## src/ocr_defines.svh

```systemverilog
// Offsets, field positions, reset values and masks of the control bank
`ifndef OCR_DEFINES_SVH
`define OCR_DEFINES_SVH

`define OCR_ADDR_W 16
`define OCR_DATA_W 8
`define OCR_NUM_REGS 6

// Register byte addresses
`define OCR_GLOBAL_OFF 16'h2000
`define OCR_REFPD_OFF 16'h2001
`define OCR_TIMEOUT_OFF 16'h2002
`define OCR_FAULT_OFF 16'h2003
`define OCR_BYPASS_OFF 16'h2004
`define OCR_IRQCLR_OFF 16'h2005
`define OCR_UPDATE_OFF 16'h000F
`define OCR_STATUS_OFF 16'h20F0

// Reset values
`define OCR_RST_VAL 8'h00
`define OCR_RDATA_IDLE 8'h00

// Implemented-bit masks; reserved bits read as zero
`define OCR_MASK_NIBBLE 8'h0F
`define OCR_MASK_IRQCLR 8'h8F
`define OCR_MASK_NONE 8'h00

// Global control fields
`define OCR_GC_PD_ALL 0
`define OCR_GC_CAL_ALL 1
`define OCR_GC_CAL_SYS 2
`define OCR_GC_SYNC_ALL 3

// Per-reference bit order: A, A comp, B, B comp
`define OCR_REF_A 0
`define OCR_REF_A_COMP 1
`define OCR_REF_B 2
`define OCR_REF_B_COMP 3

// Interrupt clear fields
`define OCR_IC_ALL 0
`define OCR_IC_COMMON 1
`define OCR_IC_LOOP0 2
`define OCR_IC_LOOP1 3
`define OCR_IC_WDOG 7

// Update strobe field
`define OCR_UPD_BIT 0

`endif

```

## src/ocr_pkg.sv

```systemverilog
// Types shared by the operational control bank
package ocr_pkg;

  typedef logic [15:0] ocr_addr_t;
  typedef logic [7:0] ocr_byte_t;
  typedef logic [3:0] ocr_ref_vec_t;

  typedef enum logic [2:0]
  {
    OCR_IDX_GLOBAL = 3'b000,
    OCR_IDX_REFPD = 3'b001,
    OCR_IDX_TIMEOUT = 3'b010,
    OCR_IDX_FAULT = 3'b011,
    OCR_IDX_BYPASS = 3'b100,
    OCR_IDX_IRQCLR = 3'b101
  } ocr_reg_idx_t;

endpackage : ocr_pkg

```

## src/ocr_stage_reg.sv

```systemverilog
// Staged control register with active copy and self-clearing bits
`timescale 1ns/10ps
`include "ocr_defines.svh"

module ocr_stage_reg #(
  parameter logic [7:0] MASK = `OCR_MASK_NIBBLE,
  parameter logic [7:0] AUTOCLR = `OCR_MASK_NONE
) (
  // Clock and reset
  input wire logic core_clk,
  input wire logic rstn,
  // Software side
  input wire logic wr_en,
  input wire ocr_pkg::ocr_byte_t wdata,
  input wire logic update,
  // Copies
  output ocr_pkg::ocr_byte_t stage_q,
  output ocr_pkg::ocr_byte_t active_q
);
  import ocr_pkg::*;

  ocr_byte_t stage_d;
  ocr_byte_t active_d;

  // Self-clearing bits leave the staging copy once transferred, so the
  // same command is never applied twice by a later update.
  assign stage_d = wr_en ? (wdata & MASK)
                 : update ? (stage_q & ~AUTOCLR) : stage_q;
  // Self-clearing bits stand in the active copy for one cycle only
  assign active_d = update ? stage_q : (active_q & ~AUTOCLR);

  always_ff @(posedge core_clk)
  begin
    if (!rstn)
    begin
      stage_q <= `OCR_RST_VAL;
      active_q <= `OCR_RST_VAL;
    end
    else
    begin
      stage_q <= stage_d;
      active_q <= active_d;
    end
  end

endmodule : ocr_stage_reg

```

## src/ocr_rise_det.sv

```systemverilog
// Registered rising-edge detector, one pulse per 0-to-1 change
`timescale 1ns/10ps

module ocr_rise_det #(
  parameter int W = 1
) (
  // Clock and reset
  input wire logic core_clk,
  input wire logic rstn,
  // Level in, pulse out
  input wire logic [W-1:0] level,
  output logic [W-1:0] pulse_q
);

  logic [W-1:0] prev_q;
  logic [W-1:0] pulse_d;

  assign pulse_d = level & ~prev_q;

  always_ff @(posedge core_clk)
  begin
    if (!rstn)
    begin
      prev_q <= '0;
      pulse_q <= '0;
    end
    else
    begin
      prev_q <= level;
      pulse_q <= pulse_d;
    end
  end

endmodule : ocr_rise_det

```

## src/ocr_ctrl_bank.sv

```systemverilog
// Operational control register bank with staged update
//
// Added by the designer: the plain strobed port.
`timescale 1ns/10ps
`include "ocr_defines.svh"

module ocr_ctrl_bank (
  // Clock and reset
  input wire logic core_clk,
  input wire logic rstn,
  // Register port
  input wire ocr_pkg::ocr_addr_t reg_addr,
  input wire ocr_pkg::ocr_byte_t reg_wdata,
  input wire logic reg_wr,
  input wire logic reg_rd,
  output ocr_pkg::ocr_byte_t reg_rdata,
  // Reference monitor state
  input wire ocr_pkg::ocr_ref_vec_t ref_unfaulted,
  input wire ocr_pkg::ocr_ref_vec_t ref_timer_running,
  // Global controls
  output logic divider_sync_hold,
  output logic chip_power_down,
  output logic cal_start_system_clock_loop,
  output logic cal_start_analog_loop_zero,
  output logic cal_start_analog_loop_one,
  // Reference controls
  output ocr_pkg::ocr_ref_vec_t ref_rx_power_down,
  output ocr_pkg::ocr_ref_vec_t ref_fault_force,
  output ocr_pkg::ocr_ref_vec_t ref_monitor_bypass,
  output ocr_pkg::ocr_ref_vec_t ref_validate_now,
  // Interrupt and watchdog controls
  output logic irq_clear_all,
  output logic irq_clear_common,
  output logic irq_clear_loop_zero,
  output logic irq_clear_loop_one,
  output logic watchdog_restart
);
  import ocr_pkg::*;

  localparam logic [47:0] MASK_V = {
    `OCR_MASK_IRQCLR, `OCR_MASK_NIBBLE, `OCR_MASK_NIBBLE,
    `OCR_MASK_NIBBLE, `OCR_MASK_NIBBLE, `OCR_MASK_NIBBLE
  };
  localparam logic [47:0] AUTOCLR_V = {
    `OCR_MASK_IRQCLR, `OCR_MASK_NONE, `OCR_MASK_NONE,
    `OCR_MASK_NIBBLE, `OCR_MASK_NONE, `OCR_MASK_NONE
  };

  // Offset of each bank register
  function automatic ocr_addr_t reg_offset(input ocr_reg_idx_t idx);
    ocr_addr_t off;
    off = `OCR_GLOBAL_OFF;
    case (idx)
      OCR_IDX_GLOBAL: off = `OCR_GLOBAL_OFF;
      OCR_IDX_REFPD: off = `OCR_REFPD_OFF;
      OCR_IDX_TIMEOUT: off = `OCR_TIMEOUT_OFF;
      OCR_IDX_FAULT: off = `OCR_FAULT_OFF;
      OCR_IDX_BYPASS: off = `OCR_BYPASS_OFF;
      OCR_IDX_IRQCLR: off = `OCR_IRQCLR_OFF;
      default: off = `OCR_GLOBAL_OFF;
    endcase
    return off;
  endfunction : reg_offset

  // Address match, shared by the write and read paths
  function automatic logic reg_hit(input ocr_addr_t addr,
                                   input ocr_addr_t off);
    return addr == off;
  endfunction : reg_hit

  logic [5:0] wr_sel;
  logic [5:0] rd_sel;
  ocr_byte_t stage_v [6];
  ocr_byte_t active_v [6];
  logic upd_hit;
  logic upd_pulse;
  logic status_hit;
  ocr_byte_t status_word;
  ocr_byte_t rd_mux;
  ocr_byte_t rdata_d;
  ocr_byte_t rdata_q;
  ocr_byte_t gc_act;
  ocr_byte_t to_act;
  ocr_byte_t ic_act;
  logic cal_sys_req;
  logic cal_all_pulse;
  logic cal_sys_pulse;
  ocr_ref_vec_t validate_d;
  ocr_ref_vec_t validate_q;

  genvar gi;
  generate
    for (gi = 0; gi < `OCR_NUM_REGS; gi++)
    begin : g_reg
      assign wr_sel[gi] = reg_wr &&
        reg_hit(reg_addr, reg_offset(ocr_reg_idx_t'(gi)));
      assign rd_sel[gi] = reg_rd &&
        reg_hit(reg_addr, reg_offset(ocr_reg_idx_t'(gi)));

      ocr_stage_reg #(
        .MASK(MASK_V[gi*8 +: 8]),
        .AUTOCLR(AUTOCLR_V[gi*8 +: 8])
      ) u_reg (
        .core_clk(core_clk),
        .rstn(rstn),
        .wr_en(wr_sel[gi]),
        .wdata(reg_wdata),
        .update(upd_pulse),
        .stage_q(stage_v[gi]),
        .active_q(active_v[gi])
      );
    end
  endgenerate

  // update strobe write transfers staging to active
  assign upd_hit = reg_wr && reg_hit(reg_addr, `OCR_UPDATE_OFF);
  // only a 1 in the strobe bit counts
  assign upd_pulse = upd_hit && reg_wdata[`OCR_UPD_BIT];

  assign gc_act = active_v[OCR_IDX_GLOBAL];
  assign to_act = active_v[OCR_IDX_TIMEOUT];
  assign ic_act = active_v[OCR_IDX_IRQCLR];

  // divider hold follows the active sync-all bit
  assign divider_sync_hold = gc_act[`OCR_GC_SYNC_ALL];
  // power-down never gates the register port logic
  assign chip_power_down = gc_act[`OCR_GC_PD_ALL];

  // system-clock request is an OR of both calibrate bits
  assign cal_sys_req = gc_act[`OCR_GC_CAL_SYS] | gc_act[`OCR_GC_CAL_ALL];

  // calibration fires on the rising edge only
  ocr_rise_det #(
    .W(1)
  ) u_cal_sys (
    .core_clk(core_clk),
    .rstn(rstn),
    .level(cal_sys_req),
    .pulse_q(cal_sys_pulse)
  );

  // calibrate-all edge for the analog loops
  ocr_rise_det #(
    .W(1)
  ) u_cal_all (
    .core_clk(core_clk),
    .rstn(rstn),
    .level(gc_act[`OCR_GC_CAL_ALL]),
    .pulse_q(cal_all_pulse)
  );

  // system clock loop is covered through the OR request
  assign cal_start_system_clock_loop = cal_sys_pulse;
  assign cal_start_analog_loop_zero = cal_all_pulse;
  assign cal_start_analog_loop_one = cal_all_pulse;

  // A, complementary A, B and complementary B receiver power-down
  assign ref_rx_power_down = active_v[OCR_IDX_REFPD][3:0];
  assign ref_fault_force = active_v[OCR_IDX_FAULT][3:0];
  assign ref_monitor_bypass = active_v[OCR_IDX_BYPASS][3:0];

  // validate only an unfaulted reference whose timer runs
  assign validate_d = to_act[3:0] & ref_unfaulted & ref_timer_running;

  always_ff @(posedge core_clk)
  begin
    if (!rstn)
    begin
      validate_q <= '0;
    end
    else
    begin
      validate_q <= validate_d;
    end
  end

  assign ref_validate_now = validate_q;

  // one-cycle clear commands from the self-clearing bits
  assign irq_clear_all = ic_act[`OCR_IC_ALL];
  assign irq_clear_common = ic_act[`OCR_IC_COMMON];
  assign irq_clear_loop_zero = ic_act[`OCR_IC_LOOP0];
  assign irq_clear_loop_one = ic_act[`OCR_IC_LOOP1];
  assign watchdog_restart = ic_act[`OCR_IC_WDOG];

  // Status shows what the downstream logic currently sees
  assign status_hit = reg_rd && reg_hit(reg_addr, `OCR_STATUS_OFF);
  assign status_word = {ref_rx_power_down, gc_act[3:0]};

  // Bank reads return staged values, status reads active ones; unmapped addresses read as zero
  always_comb
  begin
    rd_mux = `OCR_RDATA_IDLE;
    for (int i = 0; i < `OCR_NUM_REGS; i++)
    begin
      if (rd_sel[i])
      begin
        rd_mux = stage_v[i];
      end
    end
    if (status_hit)
    begin
      rd_mux = status_word;
    end
  end

  // Data stands only in the cycle after the read strobe
  assign rdata_d = reg_rd ? rd_mux : `OCR_RDATA_IDLE;

  always_ff @(posedge core_clk)
  begin
    if (!rstn)
    begin
      rdata_q <= `OCR_RDATA_IDLE;
    end
    else
    begin
      rdata_q <= rdata_d;
    end
  end

  assign reg_rdata = rdata_q;

endmodule : ocr_ctrl_bank

```

## config.mk

```make
export PLATFORM = sky130hd
export DESIGN_NAME = ocr_ctrl_bank
export DESIGN_NICKNAME = d
export VERILOG_FILES = /design/src/ocr_pkg.sv /design/src/ocr_stage_reg.sv /design/src/ocr_rise_det.sv /design/src/ocr_ctrl_bank.sv
export VERILOG_INCLUDE_DIRS = /design/src
export SDC_FILE = /design/constraint.sdc
export NUM_CORES = 1
export LEC_CHECK = 0
export BUFFER_PORTS_ARGS = -buffer_cell sky130_fd_sc_hd__buf_2
export CORE_ASPECT_RATIO = 0.7
export CORE_MARGIN = 2
export CORE_UTILIZATION = 55
export CTS_CLUSTER_SIZE = 28
export DETAILED_ROUTE_END_ITERATION = 7
export HOLD_SLACK_MARGIN = 0.06
export PLACE_DENSITY = 0.82
export SYNTH_ARGS = -nofsm -noshare
export SYNTH_HDL_FRONTEND = slang
export SYNTH_SLANG_ARGS = --single-unit
```

## constraint.sdc

```tcl
create_clock -name core_clk -period 2.5 [get_ports core_clk]
set_clock_uncertainty 0.1 [all_clocks]
set_input_delay 0 -clock core_clk [delete_from_list [all_inputs] [get_ports core_clk]]
set_output_delay 0 -clock core_clk [all_outputs]
set_load 0.02 [all_outputs]
```

==> flow_summary.json <==
{
  "dr.first_iter.drc_count": 292,
  "syn_area_per_cell_um2": 9.652,
  "cts_tree": "built",
  "synth_top_area_share": 0.4548,
  "grt_max_degree": 34,
  "grt_overflow": 0,
  "setup_violations": 0,
  "synth_top_area_cell": "dfxtp_1",
  "clk_latency_ps": 350,
  "power.density_nw_per_um2": 551.0,
  "max_stage_delay_ps": 550,
  "rsz0062_at_grt": "false",
  "cp-end-kind": "flip-flop",
  "max-vdd-ir-drop_mv": 0.6344,
  "initial_core_util": 0.5614,
  "timing.critical_path.mode_cell": "dlygate4sd3_1",
  "crit_fanout": 10,
  "grt_first_pass_wirelength_um": 11010,
  "ys_types": 47,
  "drive_gt1_frac": 0.2773,
  "path_cells": "dlygate4sd3_1 -> buf_2 -> nand2_1 -> nor3_1 -> and3_4 -> nor2_1 -> a22oi_1 -> nor2b_1 -> dlygate4sd3_1",
  "synthArstFlopShare": 0,
  "first_global_vias": 2306,
  "hold_viol": 0,
  "clock_path_buffers": 2,
  "path_buf_inv": 3,
  "rrSetupSlack_ps": 890,
  "mostFrequentLayoutCells": "66 x dfxtp_1, 66 x buf_2, 37 x nand2_1",
  "crit_required_ps": 2640,
  "syn_inst": 301,
  "htreeDepth": 3,
  "setup_tns_ps": 0,
  "post_drt_wl_per_cell_um": 15.26,
  "totalWireLength_um": 6820,
  "numCtsBuffers": 9,
  "worstSetupPathType": "input pin to flip-flop",
  "worst_slew_pin_slew_ps": 608.4,
  "fp.dieH_um": 64.81,
  "clkSinkCount": 66,
  "start_kind": "input pin",
  "pin_count": 70,
  "area_growth_pct": 20.63,
  "antenna_found_initial": 0,
  "antennaDiodeCount": 0,
  "dieArea_um2": 5889,
  "routabilityCongestion": 0.9334,
  "cts-root-buf": "clkbuf_8",
  "drv_cap": 0,
  "coreArea_um2": 5175,
  "grt_usage": 0.2460,
  "rr_worst_depth": 5,
  "ys_seq_area_frac": 0.4548,
  "synth-edff-count": 0,
  "ant_nets": 0,
  "min_path_cells": 4,
  "dp_slack_ps": 446.5,
  "nNetsFinal": 406,
  "die_w_um": 90.87,
  "synthTopCellsByArea": "dfxtp_1 45%, mux2i_1 6.5%, nor2b_1 6.5%, nand2_1 4.8%, buf_4 3.9%",
  "crit_cells": 9,
  "worst_slack_ps": 277.1,
  "netlist_area_um2": 2905,
  "clock.fmax_ghz": 0.4499,
  "worstReg2RegEnd": "reg_rdata[0]",
  "p_leak_nw": 1.492,
  "max-slew-margin-rel": 0.5935,
  "cts_resized": 0,
  "synth_fp_nets": 337,
  "rows": 22,
  "timing.final.crit_share": 0.8892,
  "path_clk_slew_ps": 70,
  "drv_slew": 0,
  "first_pass_iters": 5,
  "ys_ff_latch": 66,
  "min-delay-start": "reg_wr",
  "synth-main-ff-cell": "dfxtp_1",
  "portBuffers": 66,
  "hp-class": "input pin to flip-flop",
  "status": "finished clean",
  "fin_crit_ps": 2223,
  "viasPerCell": 5.483,
  "arrival_ps": 2360,
  "hold_end": "g_reg[4].u_reg.stage_q[1]",
  "drc": 0,
  "post-dp-hpwl_um": 4729,
  "timing.rr.start": "g_reg[3].u_reg.stage_q[0]",
  "crit_slowest_cell": "dlygate4sd3_1",
  "yosys_warnings": 0,
  "num_vias": 2451,
  "critPathTopFamily": "buffers and inverters"
}
[cell type report]
class | count | area [um^2]
Clock inverter | 5 | 30.03
Inverter | 1 | 3.754
Sequential cell | 66 | 1321
Multi-Input combinational cell | 205 | 1385
Timing Repair Buffer | 87 | 533.0
Fill cell | 451 | 1670
Tap cell | 72 | 90.09
Clock buffer | 11 | 141.4
[cell families (layout without fill, tap and decap cells)]
kind of cell	count (synthesis)	count (layout)	share of synthesized area
muxes	22	22	0.07709
DFF	66	66	0.4548
buffers and inverters	30	104	0.06847
AOI/OAI and AO/OA	51	51	0.1301
and+or+nand+nor	132	132	0.2696
[metrics by stage]
| step | power, mW | util | area, um^2 | std cells | hold WS, ps |
|---|---|---|---|---|---|
| 3_5_place_dp | 1.165 | 0.6093 | 3153 | 413 | 159.1 |
| 4_1_cts | 1.945 | 0.6772 | 3505 | 447 | 71.77 |
| 6_report | 1.931 | 0.6772 | 3505 | 447 | 87.91 |
| 2_1_floorplan | 1.119 | - | 2905 | 301 | 42.07 |
| 5_1_grt | 2.010 | 0.6772 | 3505 | 447 | 104.8 |
| 3_3_place_gp | 1.163 | 0.6093 | 3153 | 413 | 155.0 |
[worst register-to-register path: stages (launching register included)]
cell and delay [ps]:
dfxtp_1 330, or3b_2 480, o2bb2ai_1 160, a22o_1 190, a21oi_2 60, o21a_1 190
[sequential cells by signal, summed over array words and instances, names as in the netlist]
name / count
g.u_reg.active_q: 25
g.u_reg.stage_q: 25
reg_rdata: 8
ref_validate_now: 4
u_cal_all.prev_q: 1
u_cal_all.pulse_q: 1
u_cal_sys.prev_q: 1
u_cal_sys.pulse_q: 1
[routing by layer]
layer | GRT usage | share of wire
met5 | 0 | 0
met4 | 0.1023 | 0.017
met3 | 0.08372 | 0.072
met2 | 0.4011 | 0.47
met1 | 0.3014 | 0.44
[timing repair]
action	CTS	global route
hold endpoints to repair	41	0
setup buffers	0	0
setup endpoints to repair	0	0
hold buffers	18	0
[cells in the mapped netlist (3+ instances only)]
cell type,instances
nor2b_1,30
buf_2,3
nand3_1,6
o21ai_0,5
nor2_1,10
and4_1,6
clkbuf_1,8
a21boi_0,14
a22oi_1,9
and2_1,3
o21a_1,4
nand4_1,6
mux2_2,3
nand2_1,37
nand2_2,3
a21oi_1,7
buf_4,15
and3_1,15
dfxtp_1,66
mux2i_1,19
[how the worst max path moves through the flow]
stage	endpoint	startpoint	slack [ps]
6_report	g_reg[5].u_reg.stage_q[7]	reg_wdata[0]	280
5_1_grt	g_reg[5].u_reg.stage_q[7]	reg_wdata[0]	210
4_1_cts	g_reg[5].u_reg.stage_q[7]	reg_wdata[0]	300
3_5_place_dp	reg_rdata[0]	reg_addr[9]	450
3_3_place_gp	reg_rdata[0]	reg_addr[9]	500
2_1_floorplan	g_reg[5].u_reg.stage_q[0]	reg_addr[4]	1020
[report_power, final]
group / switching, mW / internal (mW) / total [mW]
Combinational: 0.0550 / 0.0508 / 0.106
Clock: 0.393 / 0.381 / 0.774
Sequential: 0.00000302 / 1.05 / 1.05
Total: 0.448 / 1.48 / 1.93
(Power assumes the default switching activity.)
